$ cat config.mk
export PLATFORM = sky130hd
export DESIGN_NAME = adcfmt_format
export DESIGN_NICKNAME = d
export VERILOG_FILES = /design/src/logic/adcfmt_pkg.sv /design/src/logic/adcfmt_serial_port.sv /design/src/logic/adcfmt_format.sv
export SDC_FILE = /design/constraint.sdc
export NUM_CORES = 1
export LEC_CHECK = 0
export BUFFER_PORTS_ARGS = -buffer_cell sky130_fd_sc_hd__buf_2
export CAP_MARGIN = 20
export CORE_MARGIN = 1
export CORE_UTILIZATION = 40
export CTS_BUF_LIST = sky130_fd_sc_hd__clkbuf_16
export CTS_CLUSTER_SIZE = 25
export DETAILED_ROUTE_END_ITERATION = 10
export PLACE_DENSITY = 0.72
export REMOVE_ABC_BUFFERS = 1
export SLEW_MARGIN = 5
export SYNTH_ARGS = -nofsm -noshare
export SYNTH_HDL_FRONTEND = slang
export SYNTH_SLANG_ARGS = --single-unit
$ cat constraint.sdc
create_clock -name clk -period 1.7 [get_ports clk]
set_input_delay 0.255 -clock clk [delete_from_list [all_inputs] [get_ports clk]]
set_output_delay 0.255 -clock clk [all_outputs]
set_load 0.01 [all_outputs]
$ cat src/logic/adcfmt_pkg.sv
// Purpose: shared constants of the output data format stage
// Assumes: 14-bit samples in offset binary from the converter core
// Notes: serial frame is one r/w bit, seven address bits and eight data bits
package adcfmt_pkg;

  // serial frame layout
  localparam int FRAME_BITS = 16;
  localparam int HDR_BITS = 8;
  localparam int ADDR_W = 7;
  localparam int REG_W = 8;
  localparam logic [4:0] CNT_FRAME = 5'h10;
  localparam logic [4:0] CNT_HDR_LAST = 5'h07;
  localparam logic [4:0] CNT_DATA_FIRST = 5'h08;

  // register map
  localparam logic [6:0] ADDR_RESET = 7'h00;
  localparam logic [6:0] ADDR_FORMAT = 7'h04;
  localparam logic [7:0] FORMAT_RESET = 8'h00;
  localparam int SOFT_RESET_BIT = 7;

  // format register fields
  localparam int FMT_TEST_HI = 5;
  localparam int FMT_TEST_LO = 3;
  localparam int FMT_POLARITY_BIT = 2;
  localparam int FMT_SCRAMBLE_BIT = 1;
  localparam int FMT_SIGNED_BIT = 0;

  // test pattern codes
  localparam logic [2:0] TEST_OFF = 3'h0;
  localparam logic [2:0] TEST_ZEROS = 3'h1;
  localparam logic [2:0] TEST_ONES = 3'h3;
  localparam logic [2:0] TEST_CHECKER = 3'h5;
  localparam logic [2:0] TEST_TOGGLE = 3'h7;

  // output word
  localparam int DATA_W = 14;
  localparam logic [13:0] CHECKER_A = 14'h1555;
  localparam logic [13:0] CHECKER_B = 14'h2aaa;
  localparam logic [13:0] POLARITY_MASK = 14'h2aaa;
  localparam logic [13:0] ALL_ZERO = 14'h0000;
  localparam logic [13:0] ALL_ONE = 14'h3fff;

endpackage

$ cat src/logic/adcfmt_serial_port.sv
// Purpose: serial configuration port slave, pins sampled on clk
// Assumes: sck is much slower than clk, at most clk/8
// Notes: sdo is open drain, only ever pulled low
`timescale 1ns/1ps
`default_nettype none
module adcfmt_serial_port (
  // clock and reset
  input wire logic clk,
  input wire logic rst_b,
  // serial pins
  input wire logic cs_b_pin,
  input wire logic sck_pin,
  input wire logic sdi_pin,
  output logic sdo_out,
  output logic sdo_oe_b,
  // register side
  input wire logic [7:0] rd_data,
  output logic [6:0] hdr_addr,
  output logic wr_pulse,
  output logic [6:0] wr_addr,
  output logic [7:0] wr_data
);

  logic [2:0] sync1_r;
  logic [2:0] sync2_r;
  logic sck_prev_r;
  logic cs_prev_r;
  logic [4:0] cnt_r;
  logic [4:0] cnt_nxt;
  logic [15:0] shift_r;
  logic [7:0] hdr_r;
  logic [7:0] rd_shift_r;
  logic sdo_oe_b_r;
  logic sdo_oe_b_nxt;
  logic [7:0] rd_shift_nxt;

  wire cs_b_s = sync2_r[2];
  wire sck_s = sync2_r[1];
  wire sdi_s = sync2_r[0];
  wire sck_rise = ~cs_b_s & sck_s & ~sck_prev_r;
  wire sck_fall = ~cs_b_s & ~sck_s & sck_prev_r;
  wire frame_end = cs_b_s & ~cs_prev_r;
  wire take_bit = sck_rise & (cnt_r < adcfmt_pkg::CNT_FRAME);
  wire hdr_done = take_bit & (cnt_r == adcfmt_pkg::CNT_HDR_LAST);
  wire is_read = hdr_r[adcfmt_pkg::HDR_BITS-1];
  wire rd_first = sck_fall & is_read & (cnt_r == adcfmt_pkg::CNT_DATA_FIRST);
  wire rd_next = sck_fall & is_read & (cnt_r > adcfmt_pkg::CNT_DATA_FIRST) & (cnt_r < adcfmt_pkg::CNT_FRAME);

  assign cnt_nxt = cs_b_s ? 5'h00 : (take_bit ? 5'(cnt_r + 5'h01) : cnt_r);

  // data bit leaves msb first, pin pulled low for a zero
  always_comb begin
    sdo_oe_b_nxt = sdo_oe_b_r;
    rd_shift_nxt = rd_shift_r;
    if (cs_b_s || (sck_fall && cnt_r == adcfmt_pkg::CNT_FRAME)) begin
      sdo_oe_b_nxt = 1'b1;
    end else if (rd_first) begin
      sdo_oe_b_nxt = rd_data[adcfmt_pkg::REG_W-1];
      rd_shift_nxt = {rd_data[adcfmt_pkg::REG_W-2:0], 1'b0};
    end else if (rd_next) begin
      sdo_oe_b_nxt = rd_shift_r[adcfmt_pkg::REG_W-1];
      rd_shift_nxt = {rd_shift_r[adcfmt_pkg::REG_W-2:0], 1'b0};
    end
  end

  always_ff @(posedge clk or negedge rst_b) begin
    if (!rst_b) begin
      sync1_r <= 3'h7;
      sync2_r <= 3'h7;
      sck_prev_r <= 1'b1;
      cs_prev_r <= 1'b1;
    end else begin
      sync1_r <= {cs_b_pin, sck_pin, sdi_pin};
      sync2_r <= sync1_r;
      sck_prev_r <= sck_s;
      cs_prev_r <= cs_b_s;
    end
  end

  always_ff @(posedge clk or negedge rst_b) begin
    if (!rst_b) begin
      cnt_r <= 5'h00;
      shift_r <= 16'h0000;
      hdr_r <= 8'h00;
      rd_shift_r <= 8'h00;
      sdo_oe_b_r <= 1'b1;
    end else begin
      cnt_r <= cnt_nxt;
      rd_shift_r <= rd_shift_nxt;
      sdo_oe_b_r <= sdo_oe_b_nxt;
      if (take_bit) begin
        shift_r <= {shift_r[14:0], sdi_s};
      end
      if (hdr_done) begin
        hdr_r <= {shift_r[6:0], sdi_s};
      end
    end
  end

  // write only for a full frame with r/w low
  always_ff @(posedge clk or negedge rst_b) begin
    if (!rst_b) begin
      wr_pulse <= 1'b0;
      wr_addr <= 7'h00;
      wr_data <= 8'h00;
    end else begin
      wr_pulse <= frame_end & (cnt_r == adcfmt_pkg::CNT_FRAME) & ~is_read;
      if (frame_end) begin
        wr_addr <= hdr_r[adcfmt_pkg::ADDR_W-1:0];
        wr_data <= shift_r[adcfmt_pkg::REG_W-1:0];
      end
    end
  end

  // sdo level is always low; the enable alone shapes the wire
  always_ff @(posedge clk or negedge rst_b) begin
    if (!rst_b) begin
      sdo_out <= 1'b0;
    end else begin
      sdo_out <= 1'b0;
    end
  end

  assign sdo_oe_b = sdo_oe_b_r;
  assign hdr_addr = hdr_r[adcfmt_pkg::ADDR_W-1:0];

endmodule
`default_nettype wire

$ cat src/logic/adcfmt_format.sv
// Purpose: output data format stage, configured through the serial port
// Assumes: clk is the sample clock, one new sample word per clk edge
// Notes: output word registered once; pipeline latency one clk
//   order of the data path: coding, scrambler, alternate polarity
//   reserved pattern codes pass normal data rather than a pattern
`timescale 1ns/1ps
`default_nettype none
module adcfmt_format (
  // clock and reset
  input wire logic clk,
  input wire logic rst_b,
  // serial configuration pins
  input wire logic cs_b_pin,
  input wire logic sck_pin,
  input wire logic sdi_pin,
  output logic sdo_out,
  output logic sdo_oe_b,
  // converter core samples, offset binary
  input wire logic [13:0] core_sample_bits,
  input wire logic core_overrange_flag,
  // formatted output word
  output logic [13:0] sample_bits,
  output logic overrange_flag
);

  // format register
  logic [7:0] format_r;
  logic [7:0] format_nxt;
  logic format_load;

  // alternating pattern phase
  logic phase_r;
  logic phase_nxt;

  // output word
  logic [13:0] sample_bits_r;
  logic [13:0] sample_bits_nxt;
  logic overrange_flag_r;
  logic overrange_flag_nxt;

  // data path stages
  logic [13:0] coded_bits;
  logic [13:0] scramble_mask;
  logic [13:0] scrambled_bits;
  logic [13:0] polar_bits;

  // serial port side
  logic [7:0] rd_data;
  logic [6:0] hdr_addr;
  logic wr_pulse;
  logic [6:0] wr_addr;
  logic [7:0] wr_data;

  adcfmt_serial_port u_port (
    .clk(clk),
    .rst_b(rst_b),
    .cs_b_pin(cs_b_pin),
    .sck_pin(sck_pin),
    .sdi_pin(sdi_pin),
    .sdo_out(sdo_out),
    .sdo_oe_b(sdo_oe_b),
    .rd_data(rd_data),
    .hdr_addr(hdr_addr),
    .wr_pulse(wr_pulse),
    .wr_addr(wr_addr),
    .wr_data(wr_data)
  );

  // register decode
  wire addr_is_format = (wr_addr == adcfmt_pkg::ADDR_FORMAT);
  wire addr_is_reset = (wr_addr == adcfmt_pkg::ADDR_RESET);
  wire wr_format = wr_pulse & addr_is_format;
  wire soft_reset = wr_pulse & addr_is_reset & wr_data[adcfmt_pkg::SOFT_RESET_BIT];
  // any format write restarts the pattern phase
  assign format_load = wr_format | soft_reset;

  // reset register reads back zero; unmapped addresses also zero
  wire rd_format = (hdr_addr == adcfmt_pkg::ADDR_FORMAT);
  assign rd_data = rd_format ? format_r : 8'h00;

  // clear wins, reset bit itself is never stored
  assign format_nxt = soft_reset ? adcfmt_pkg::FORMAT_RESET : (wr_format ? wr_data : format_r);

  // field decode; bits 7..6 have no reader here
  wire [2:0] test_pattern_select = format_r[adcfmt_pkg::FMT_TEST_HI:adcfmt_pkg::FMT_TEST_LO];
  wire alternate_polarity_enable = format_r[adcfmt_pkg::FMT_POLARITY_BIT];
  wire output_scrambler_enable = format_r[adcfmt_pkg::FMT_SCRAMBLE_BIT];
  wire signed_coding_select = format_r[adcfmt_pkg::FMT_SIGNED_BIT];
  wire use_signed = signed_coding_select & ~alternate_polarity_enable;

  // two's complement is offset binary with msb flipped
  assign coded_bits = use_signed ?
    {~core_sample_bits[adcfmt_pkg::DATA_W-1], core_sample_bits[adcfmt_pkg::DATA_W-2:0]} : core_sample_bits;

  // bit 0 spread over every higher bit position
  assign scramble_mask = {{(adcfmt_pkg::DATA_W-1){coded_bits[0]}}, 1'b0};
  // bit 0 kept clear so receiver can undo
  assign scrambled_bits = output_scrambler_enable ? (coded_bits ^ scramble_mask) : coded_bits;

  // odd bits inverted after scrambling, undone first by receiver
  assign polar_bits = alternate_polarity_enable ? (scrambled_bits ^ adcfmt_pkg::POLARITY_MASK) : scrambled_bits;

  // alternating patterns restart on the first word after a format write
  wire pattern_checker = (test_pattern_select == adcfmt_pkg::TEST_CHECKER);
  wire pattern_toggle = (test_pattern_select == adcfmt_pkg::TEST_TOGGLE);
  wire pattern_alternates = pattern_checker | pattern_toggle;
  assign phase_nxt = (pattern_alternates & ~format_load) ? ~phase_r : 1'b0;

  // checkerboard pair, flag high on the first word
  wire [13:0] checker_bits = phase_r ? adcfmt_pkg::CHECKER_B : adcfmt_pkg::CHECKER_A;
  wire checker_flag = ~phase_r;
  // all clear first, then all set
  wire [13:0] toggle_bits = phase_r ? adcfmt_pkg::ALL_ONE : adcfmt_pkg::ALL_ZERO;
  wire toggle_flag = phase_r;

  always_comb begin
    sample_bits_nxt = polar_bits;
    case (test_pattern_select)
      adcfmt_pkg::TEST_OFF: begin
        sample_bits_nxt = polar_bits;
      end
      adcfmt_pkg::TEST_ZEROS: begin
        sample_bits_nxt = adcfmt_pkg::ALL_ZERO;
      end
      adcfmt_pkg::TEST_ONES: begin
        sample_bits_nxt = adcfmt_pkg::ALL_ONE;
      end
      adcfmt_pkg::TEST_CHECKER: begin
        sample_bits_nxt = checker_bits;
      end
      adcfmt_pkg::TEST_TOGGLE: begin
        sample_bits_nxt = toggle_bits;
      end
      // unused codes fall back to normal data
      default: begin
        sample_bits_nxt = polar_bits;
      end
    endcase
  end

  // flag follows the same selection as the word
  always_comb begin
    overrange_flag_nxt = core_overrange_flag;
    case (test_pattern_select)
      adcfmt_pkg::TEST_OFF: begin
        overrange_flag_nxt = core_overrange_flag;
      end
      adcfmt_pkg::TEST_ZEROS: begin
        overrange_flag_nxt = 1'b0;
      end
      adcfmt_pkg::TEST_ONES: begin
        overrange_flag_nxt = 1'b1;
      end
      adcfmt_pkg::TEST_CHECKER: begin
        overrange_flag_nxt = checker_flag;
      end
      adcfmt_pkg::TEST_TOGGLE: begin
        overrange_flag_nxt = toggle_flag;
      end
      default: begin
        overrange_flag_nxt = core_overrange_flag;
      end
    endcase
  end

  // all eight bits kept so the host reads back what it wrote
  always_ff @(posedge clk or negedge rst_b) begin
    if (!rst_b) begin
      format_r <= adcfmt_pkg::FORMAT_RESET;
    end else begin
      format_r <= format_nxt;
    end
  end

  // pattern phase advances once per word in checker and toggle modes, else held at zero
  always_ff @(posedge clk or negedge rst_b) begin
    if (!rst_b) begin
      phase_r <= 1'b0;
    end else begin
      phase_r <= phase_nxt;
    end
  end

  // whole word registered at once, never a mix of settings
  always_ff @(posedge clk or negedge rst_b) begin
    if (!rst_b) begin
      sample_bits_r <= adcfmt_pkg::ALL_ZERO;
    end else begin
      sample_bits_r <= sample_bits_nxt;
    end
  end

  // flag shares the word's edge so the pair never splits
  always_ff @(posedge clk or negedge rst_b) begin
    if (!rst_b) begin
      overrange_flag_r <= 1'b0;
    end else begin
      overrange_flag_r <= overrange_flag_nxt;
    end
  end

  // outputs straight from the word registers
  assign sample_bits = sample_bits_r;
  assign overrange_flag = overrange_flag_r;

endmodule
`default_nettype wire

Yosys cells after proc, flatten, opt, wreduce, memory -nomap -nowiden --
Cells that the tools add are included.
Storage, ports and cells: logic and storage cells 86, bits in registers 78
Cells by class: equal/unequal tests 9, multiplexer cells 18, reduce and logical (&&, ||, !) cells 8, $lt $le $gt $ge 2, bitwise gates (word level) 32, add/subtract/negate cells 1
Operators by type and width (number):
- 2-to-1 mux 14 bit | 5
- case mux 14 bit (4 select lines) | 1
- 2-to-1 mux 8 bit | 5
- AND 1 bit | 18
- == test 7 x 3 -> 1 bit, second input constant | 2
- XOR 14 bit | 1
- 2-to-1 mux 5 bit | 2
- inverter 1 bit | 10
- logical NOT 7 bit | 1
- inverter 7 bit | 1
- == test 3 bit, second input constant | 2
- nonzero test 2 bit | 3
- adder 5 x 1 -> 5 bit, second input constant | 1
- == test 5 x 3 -> 1 bit, second input constant | 1
- == test 5 x 4 -> 1 bit, second input constant | 1
- == test 5 bit, second input constant | 1
- greater-than comparator 5 x 4 -> 1 bit, second input constant | 1
- < comparator 5 bit, second input constant | 1
- 2-to-1 mux 1 bit | 4
- case mux 1 bit (4 select lines) | 1
- == test 3 x 1 -> 1 bit, second input constant | 1
- == test 3 x 2 -> 1 bit, second input constant | 1
- nonzero test 3 bit | 1
- OR 1 bit | 2
- other kinds (3) | 3

Logic depth before layout (Yosys ltp) --
word-level depth 9, mapped depth 7, depth with buffers taken out 6

Hierarchy --
A second synthesis with hierarchy kept.
Second synthesis, totals: cell total of the unflattened synthesis 265, area, all modules 3435.8 um^2
Modules (own cells, without submodules):
- adcfmt_serial_port | cells an instance 173, seq. area each 1337.5 um^2, times used 1, area each 2209.6 um^2
- adcfmt_format | cells an instance 92, seq. area each 600.6 um^2, times used 1, area each 1226.2 um^2

Least setup slack after synthesis --
Ideal clock, no wire load.
path kind flip-flop to flip-flop, start register u_port.sync2_r[1], end register u_port.shift_r[0], cell stages (with the launch flop) 5, data arrival time 1.483 ns, path slack 0.090 ns, period minus slack after synthesis 1.610 ns, cell sequence dfstp_2 nor3b_2 nor2b_1 buf_2 mux2_1
Between the ends: longest elaborated chain between the ends 3
RTL lines:
- from (decl) | RTL line adcfmt_serial_port.sv:25 | logic [2:0] sync2_r;
- from (signal assigned) | RTL line adcfmt_serial_port.sv:74 | sync2_r <= sync1_r;
- AND 1 bit (2 in series) | RTL line adcfmt_serial_port.sv:40 | wire sck_rise = ~cs_b_s & sck_s & ~sck_prev_r;
- AND 1 bit | RTL line adcfmt_serial_port.sv:43 | wire take_bit = sck_rise & (cnt_r < adcfmt_pkg::CNT_FRAME);
- to (signal assigned) | RTL line adcfmt_serial_port.sv:92 | shift_r <= {shift_r[14:0], sdi_s};
- to (decl) | RTL line adcfmt_serial_port.sv:30 | logic [15:0] shift_r;
No other way between the ends. A chain may end at the register's enable or synchronous reset.

Worst setup path in the final report --
start register u_port.hdr_r[1], end register u_port.rd_shift_r[4]
Between the ends: longest elaborated chain between the ends 3
RTL lines:
- from (decl) | RTL line adcfmt_serial_port.sv:31 | logic [7:0] hdr_r;
- from (signal assigned) | RTL line adcfmt_serial_port.sv:95 | hdr_r <= {shift_r[6:0], sdi_s};
- == test 7 x 3 -> 1 bit | RTL line adcfmt_format.sv:78 | wire rd_format = (hdr_addr == adcfmt_pkg::ADDR_FORMAT);
- 2-to-1 mux 8 bit | RTL line adcfmt_format.sv:79 | assign rd_data = rd_format ? format_r : 8'h00;
- 2-to-1 mux 8 bit | RTL line adcfmt_serial_port.sv:57 | end else if (rd_first) begin
- to (signal assigned) | RTL line adcfmt_serial_port.sv:89 | rd_shift_r <= rd_shift_nxt;
- to (decl) | RTL line adcfmt_serial_port.sv:32 | logic [7:0] rd_shift_r;
No other way between the ends.

==> results.toml <==
[worst_setup_path]
cp.arrival_ps = 1870
crit_fanout = 8
crit_chain = "or4_4, nor4_4, buf_6, a22oi_1, a21oi_1"
critPathLaunch = "u_port.hdr_r[1]$_DFFE_PN0P_"
start_kind = "flip-flop"
worstRegToRegCells = 5
r2r_start = "u_port.hdr_r[1]$_DFFE_PN0P_"
end_kind = "flip-flop"
required_ps = 1950
worstSetupPathType = "reg -> reg"
timing.critical_path.slowest_cell_delay_ps = 550
slowest_stage = "or4_4"

[grt]
grt_max_degree = 41
top_usage_layer = "met2"
overflow = 0
grt_use_total_pct = 15.3
grt_pass1_vias = 2074
grt_antenna_before_repair = 0
grt.met3_usage_pct = 4.82
grt_pass1_wl_um = 9710
grtUsageMet1_pct = 18.3
grtUsageMet2_pct = 25.6

[power]
peakVddDrop_v = 0.000874
p_per_area_nw_per_um2 = 1120
seqPwrFrac_pct = 51.1
netSwitchingPower_mw = 0.960
p_comb_share_pct = 6.8
switching_share_pct = 22.8
finalPower_mw = 4.22
p_leak_nw = 1.81
pwr-share-clk_pct = 42.1
power.internal_mw = 3.26

[sta]
slew_headroom_pct = 60.1
fin_crit_ps = 1620
setup-violations-final = 0
finClkSkew_ps = 5.56
tightest_slew_ps = 599
fmax_ghz = 0.617
rsz0062_at_grt = "no"
setup_ws_ps = 78.3
maxSlewViolCount = 0
hold_violations = 0
period_share_pct = 95.4

[cts]
clockBufferDepth = 2
cts.sink_count = 77
root_buffer = "clkbuf_16"
cts_htree_levels = 3
cts_made_buffers = 9
cts_tree = "built"
clock_latency_ps = 330
clk_pin_slew_ps = 60

[flow_run]
cap_violations = 0

[layout]
utilization_pct = 50.9
antenna_cells = 0
area_growth_pct = 20.7
drive_above_1_share_pct = 23.6
final_nets = 331

[synth]
avgSynthCellArea_um2 = 11.8
syn_area_um2 = 3110
ys_types = 34
syn-instance-count = 264
ys_ff_latch = 77
synth_seq_area_share_pct = 62.4
yosysWarnings = 0

[floorplanning]
die_area_um2 = 8130
die_w_um = 90.1
ios = 37
fp-row-count = 31
die_h_um = 90.1
start_util_pct = 42.2
fp.coreArea_um2 = 7370

[drt]
dr.pass1.iters = 4
vias = 2033
avgRoutedWirePerCell_um = 13.3
ant_nets = 0
first_iter_violations = 82
viasPerCell = 4.92
drc_errors = 0
drt_wl_total_um = 5490

[run_status]
status = "complete, no violations"

[hold_path]
hp-start = "cs_b_pin"
hold_class = "in -> reg"
min_path_cells = 1

[placement]
gp_congestion = 0.793
dpl_worst_slack_ps = 45.3
io_buffers = 35
hpwlAfterDp_um = 3900
[flip-flops by register name, indices dropped and copies added (netlist names), 3 cells and up]
name / count
format_r: 8
sample_bits: 14
u_port.cnt_r: 5
u_port.hdr_r: 8
u_port.rd_shift_r: 7
u_port.shift_r: 8
u_port.sync1_r: 3
u_port.sync2_r: 3
u_port.wr_addr: 7
u_port.wr_data: 8
[per-layer routing]
metal | wire (um) | vias to the layer above
li1 | - | 984
met1 | 2460 | 985
met2 | 2680 | 54
met3 | 266 | 10
met4 | 88 | 0
met5 | 0 | -
[cells in the mapped netlist]
master	number	share of area, %
nor3b_2	1	0.40
xor2_1	16	4.5
nand4_1	2	0.40
nand4b_1	1	0.28
o21ba_1	1	0.32
o21ai_1	9	1.4
xor2_2	1	0.52
clkbuf_1	8	0.97
nand3_1	3	0.48
nor3b_1	3	0.72
mux2_2	1	0.36
dfrtp_1	68	55
nor2_1	14	1.7
mux2_1	16	5.8
or4_4	1	0.36
xnor2_1	2	0.56
a22oi_1	6	1.4
buf_2	3	0.48
and4_1	2	0.56
ha_1	2	0.81
nor4_1	1	0.20
inv_1	6	0.72
buf_4	1	0.24
nand2b_1	4	0.81
nor4_4	2	1.4
a22o_1	7	2.0
nor2b_1	4	0.81
o2111ai_1	1	0.28
nand2_1	50	6.0
o21ai_0	9	1.4
a21oi_1	8	1.3
dfstp_2	9	7.6
and3_1	1	0.20
conb_1	1	0.12
[path summary, 6_finish.rpt]
kind,to,slack [ps]
setup / recovery,u_port.rd_shift_r[4]$_DFFE_PN0P_,80
hold / removal,u_port.sync1_r[2]$_DFF_PN1_,30
setup reg to reg,u_port.rd_shift_r[4]$_DFFE_PN0P_,80
hold reg to reg,u_port.sync2_r[1]$_DFF_PN1_,350
max in group asynchronous,u_port.cnt_r[4]$_DFFE_PN0P_,690
min in group asynchronous,overrange_flag$_DFF_PN0_,440
[cells in the final DEF (no fill, tap or decap), types with 3 or more instances in the layout]
| cell | count |
|---|---|
| a21oi_1 | 8 |
| a22o_1 | 7 |
| a22oi_1 | 6 |
| buf_2 | 34 |
| buf_4 | 8 |
| clkbuf_16 | 9 |
| clkinv_1 | 3 |
| dfrtp_1 | 68 |
| dfstp_2 | 9 |
| inv_1 | 7 |
| mux2_1 | 16 |
| nand2_1 | 50 |
| nand2b_1 | 4 |
| nand3_1 | 3 |
| nor2_1 | 14 |
| nor2b_1 | 4 |
| nor3b_1 | 3 |
| o21ai_0 | 9 |
| o21ai_1 | 9 |
| xor2_1 | 16 |
[final cells by class]
| type | count | area (um^2) |
|---|---|---|
| Clock buffer | 9 | 225 |
| Sequential cell | 77 | 1940 |
| Timing Repair Buffer | 46 | 283 |
| Fill cell | 663 | 3620 |
| Inverter | 6 | 22.5 |
| Multi-Input combinational cell | 169 | 1100 |
| Clock inverter | 7 | 57.6 |
| Tap cell | 99 | 124 |
[power by group through the flow]
stage | Combinational (mW) | Clock, mW | Sequential, mW
2_1_floorplan | 0.156 | 0 | 2.14
3_3_place_gp | 0.280 | 0 | 2.17
3_5_place_dp | 0.292 | 0 | 2.18
4_1_cts | 0.295 | 1.82 | 2.15
5_1_grt | 0.330 | 1.90 | 2.18
6_report | 0.288 | 1.78 | 2.15
[metrics by stage]
step / setup TNS [ps] / instance area (um^2) / hold slack [ps] / std cells
2_1_floorplan: -813 / 3060 / -40.6 / 252
5_1_grt: 0 / 3750 / 7.32 / 413
4_1_cts: 0 / 3740 / 11.3 / 413
3_5_place_dp: 0 / 3440 / 263 / 396
6_report: 0 / 3750 / 26.2 / 413
3_3_place_gp: 0 / 3440 / 258 / 396
[cell families after synthesis]
kind of cell | count (synthesis) | synth area share (%)
multiplexers | 17 | 6.16
buffers and inverters | 18 | 2.42
flip-flops | 77 | 62.4
AND/OR/NAND/NOR | 89 | 14.3
XOR/XNOR | 19 | 5.60
other | 1 | 0.121
adder cells (fa/ha/maj) | 2 | 0.805
AO/OA/AOI/OAI | 41 | 8.21
[worst max-delay path, delay by kind of cell (launching register included)]
kind / cells / cell delay (ps)
flip-flops: 1 / 390
AO/OA/AOI/OAI: 2 / 220
AND/OR/NAND/NOR: 2 / 780
buffers and inverters: 1 / 160
[what timing repair did]
item                                    4_1_cts  5_1_grt
endpoints found under the setup margin        0       19
endpoints found under the hold margin        29        0
hold buffers                                  1        0
gates resized for setup                       0        4
setup buffers                                 0        0
Note: power is estimated with default switching activity, not from simulation.
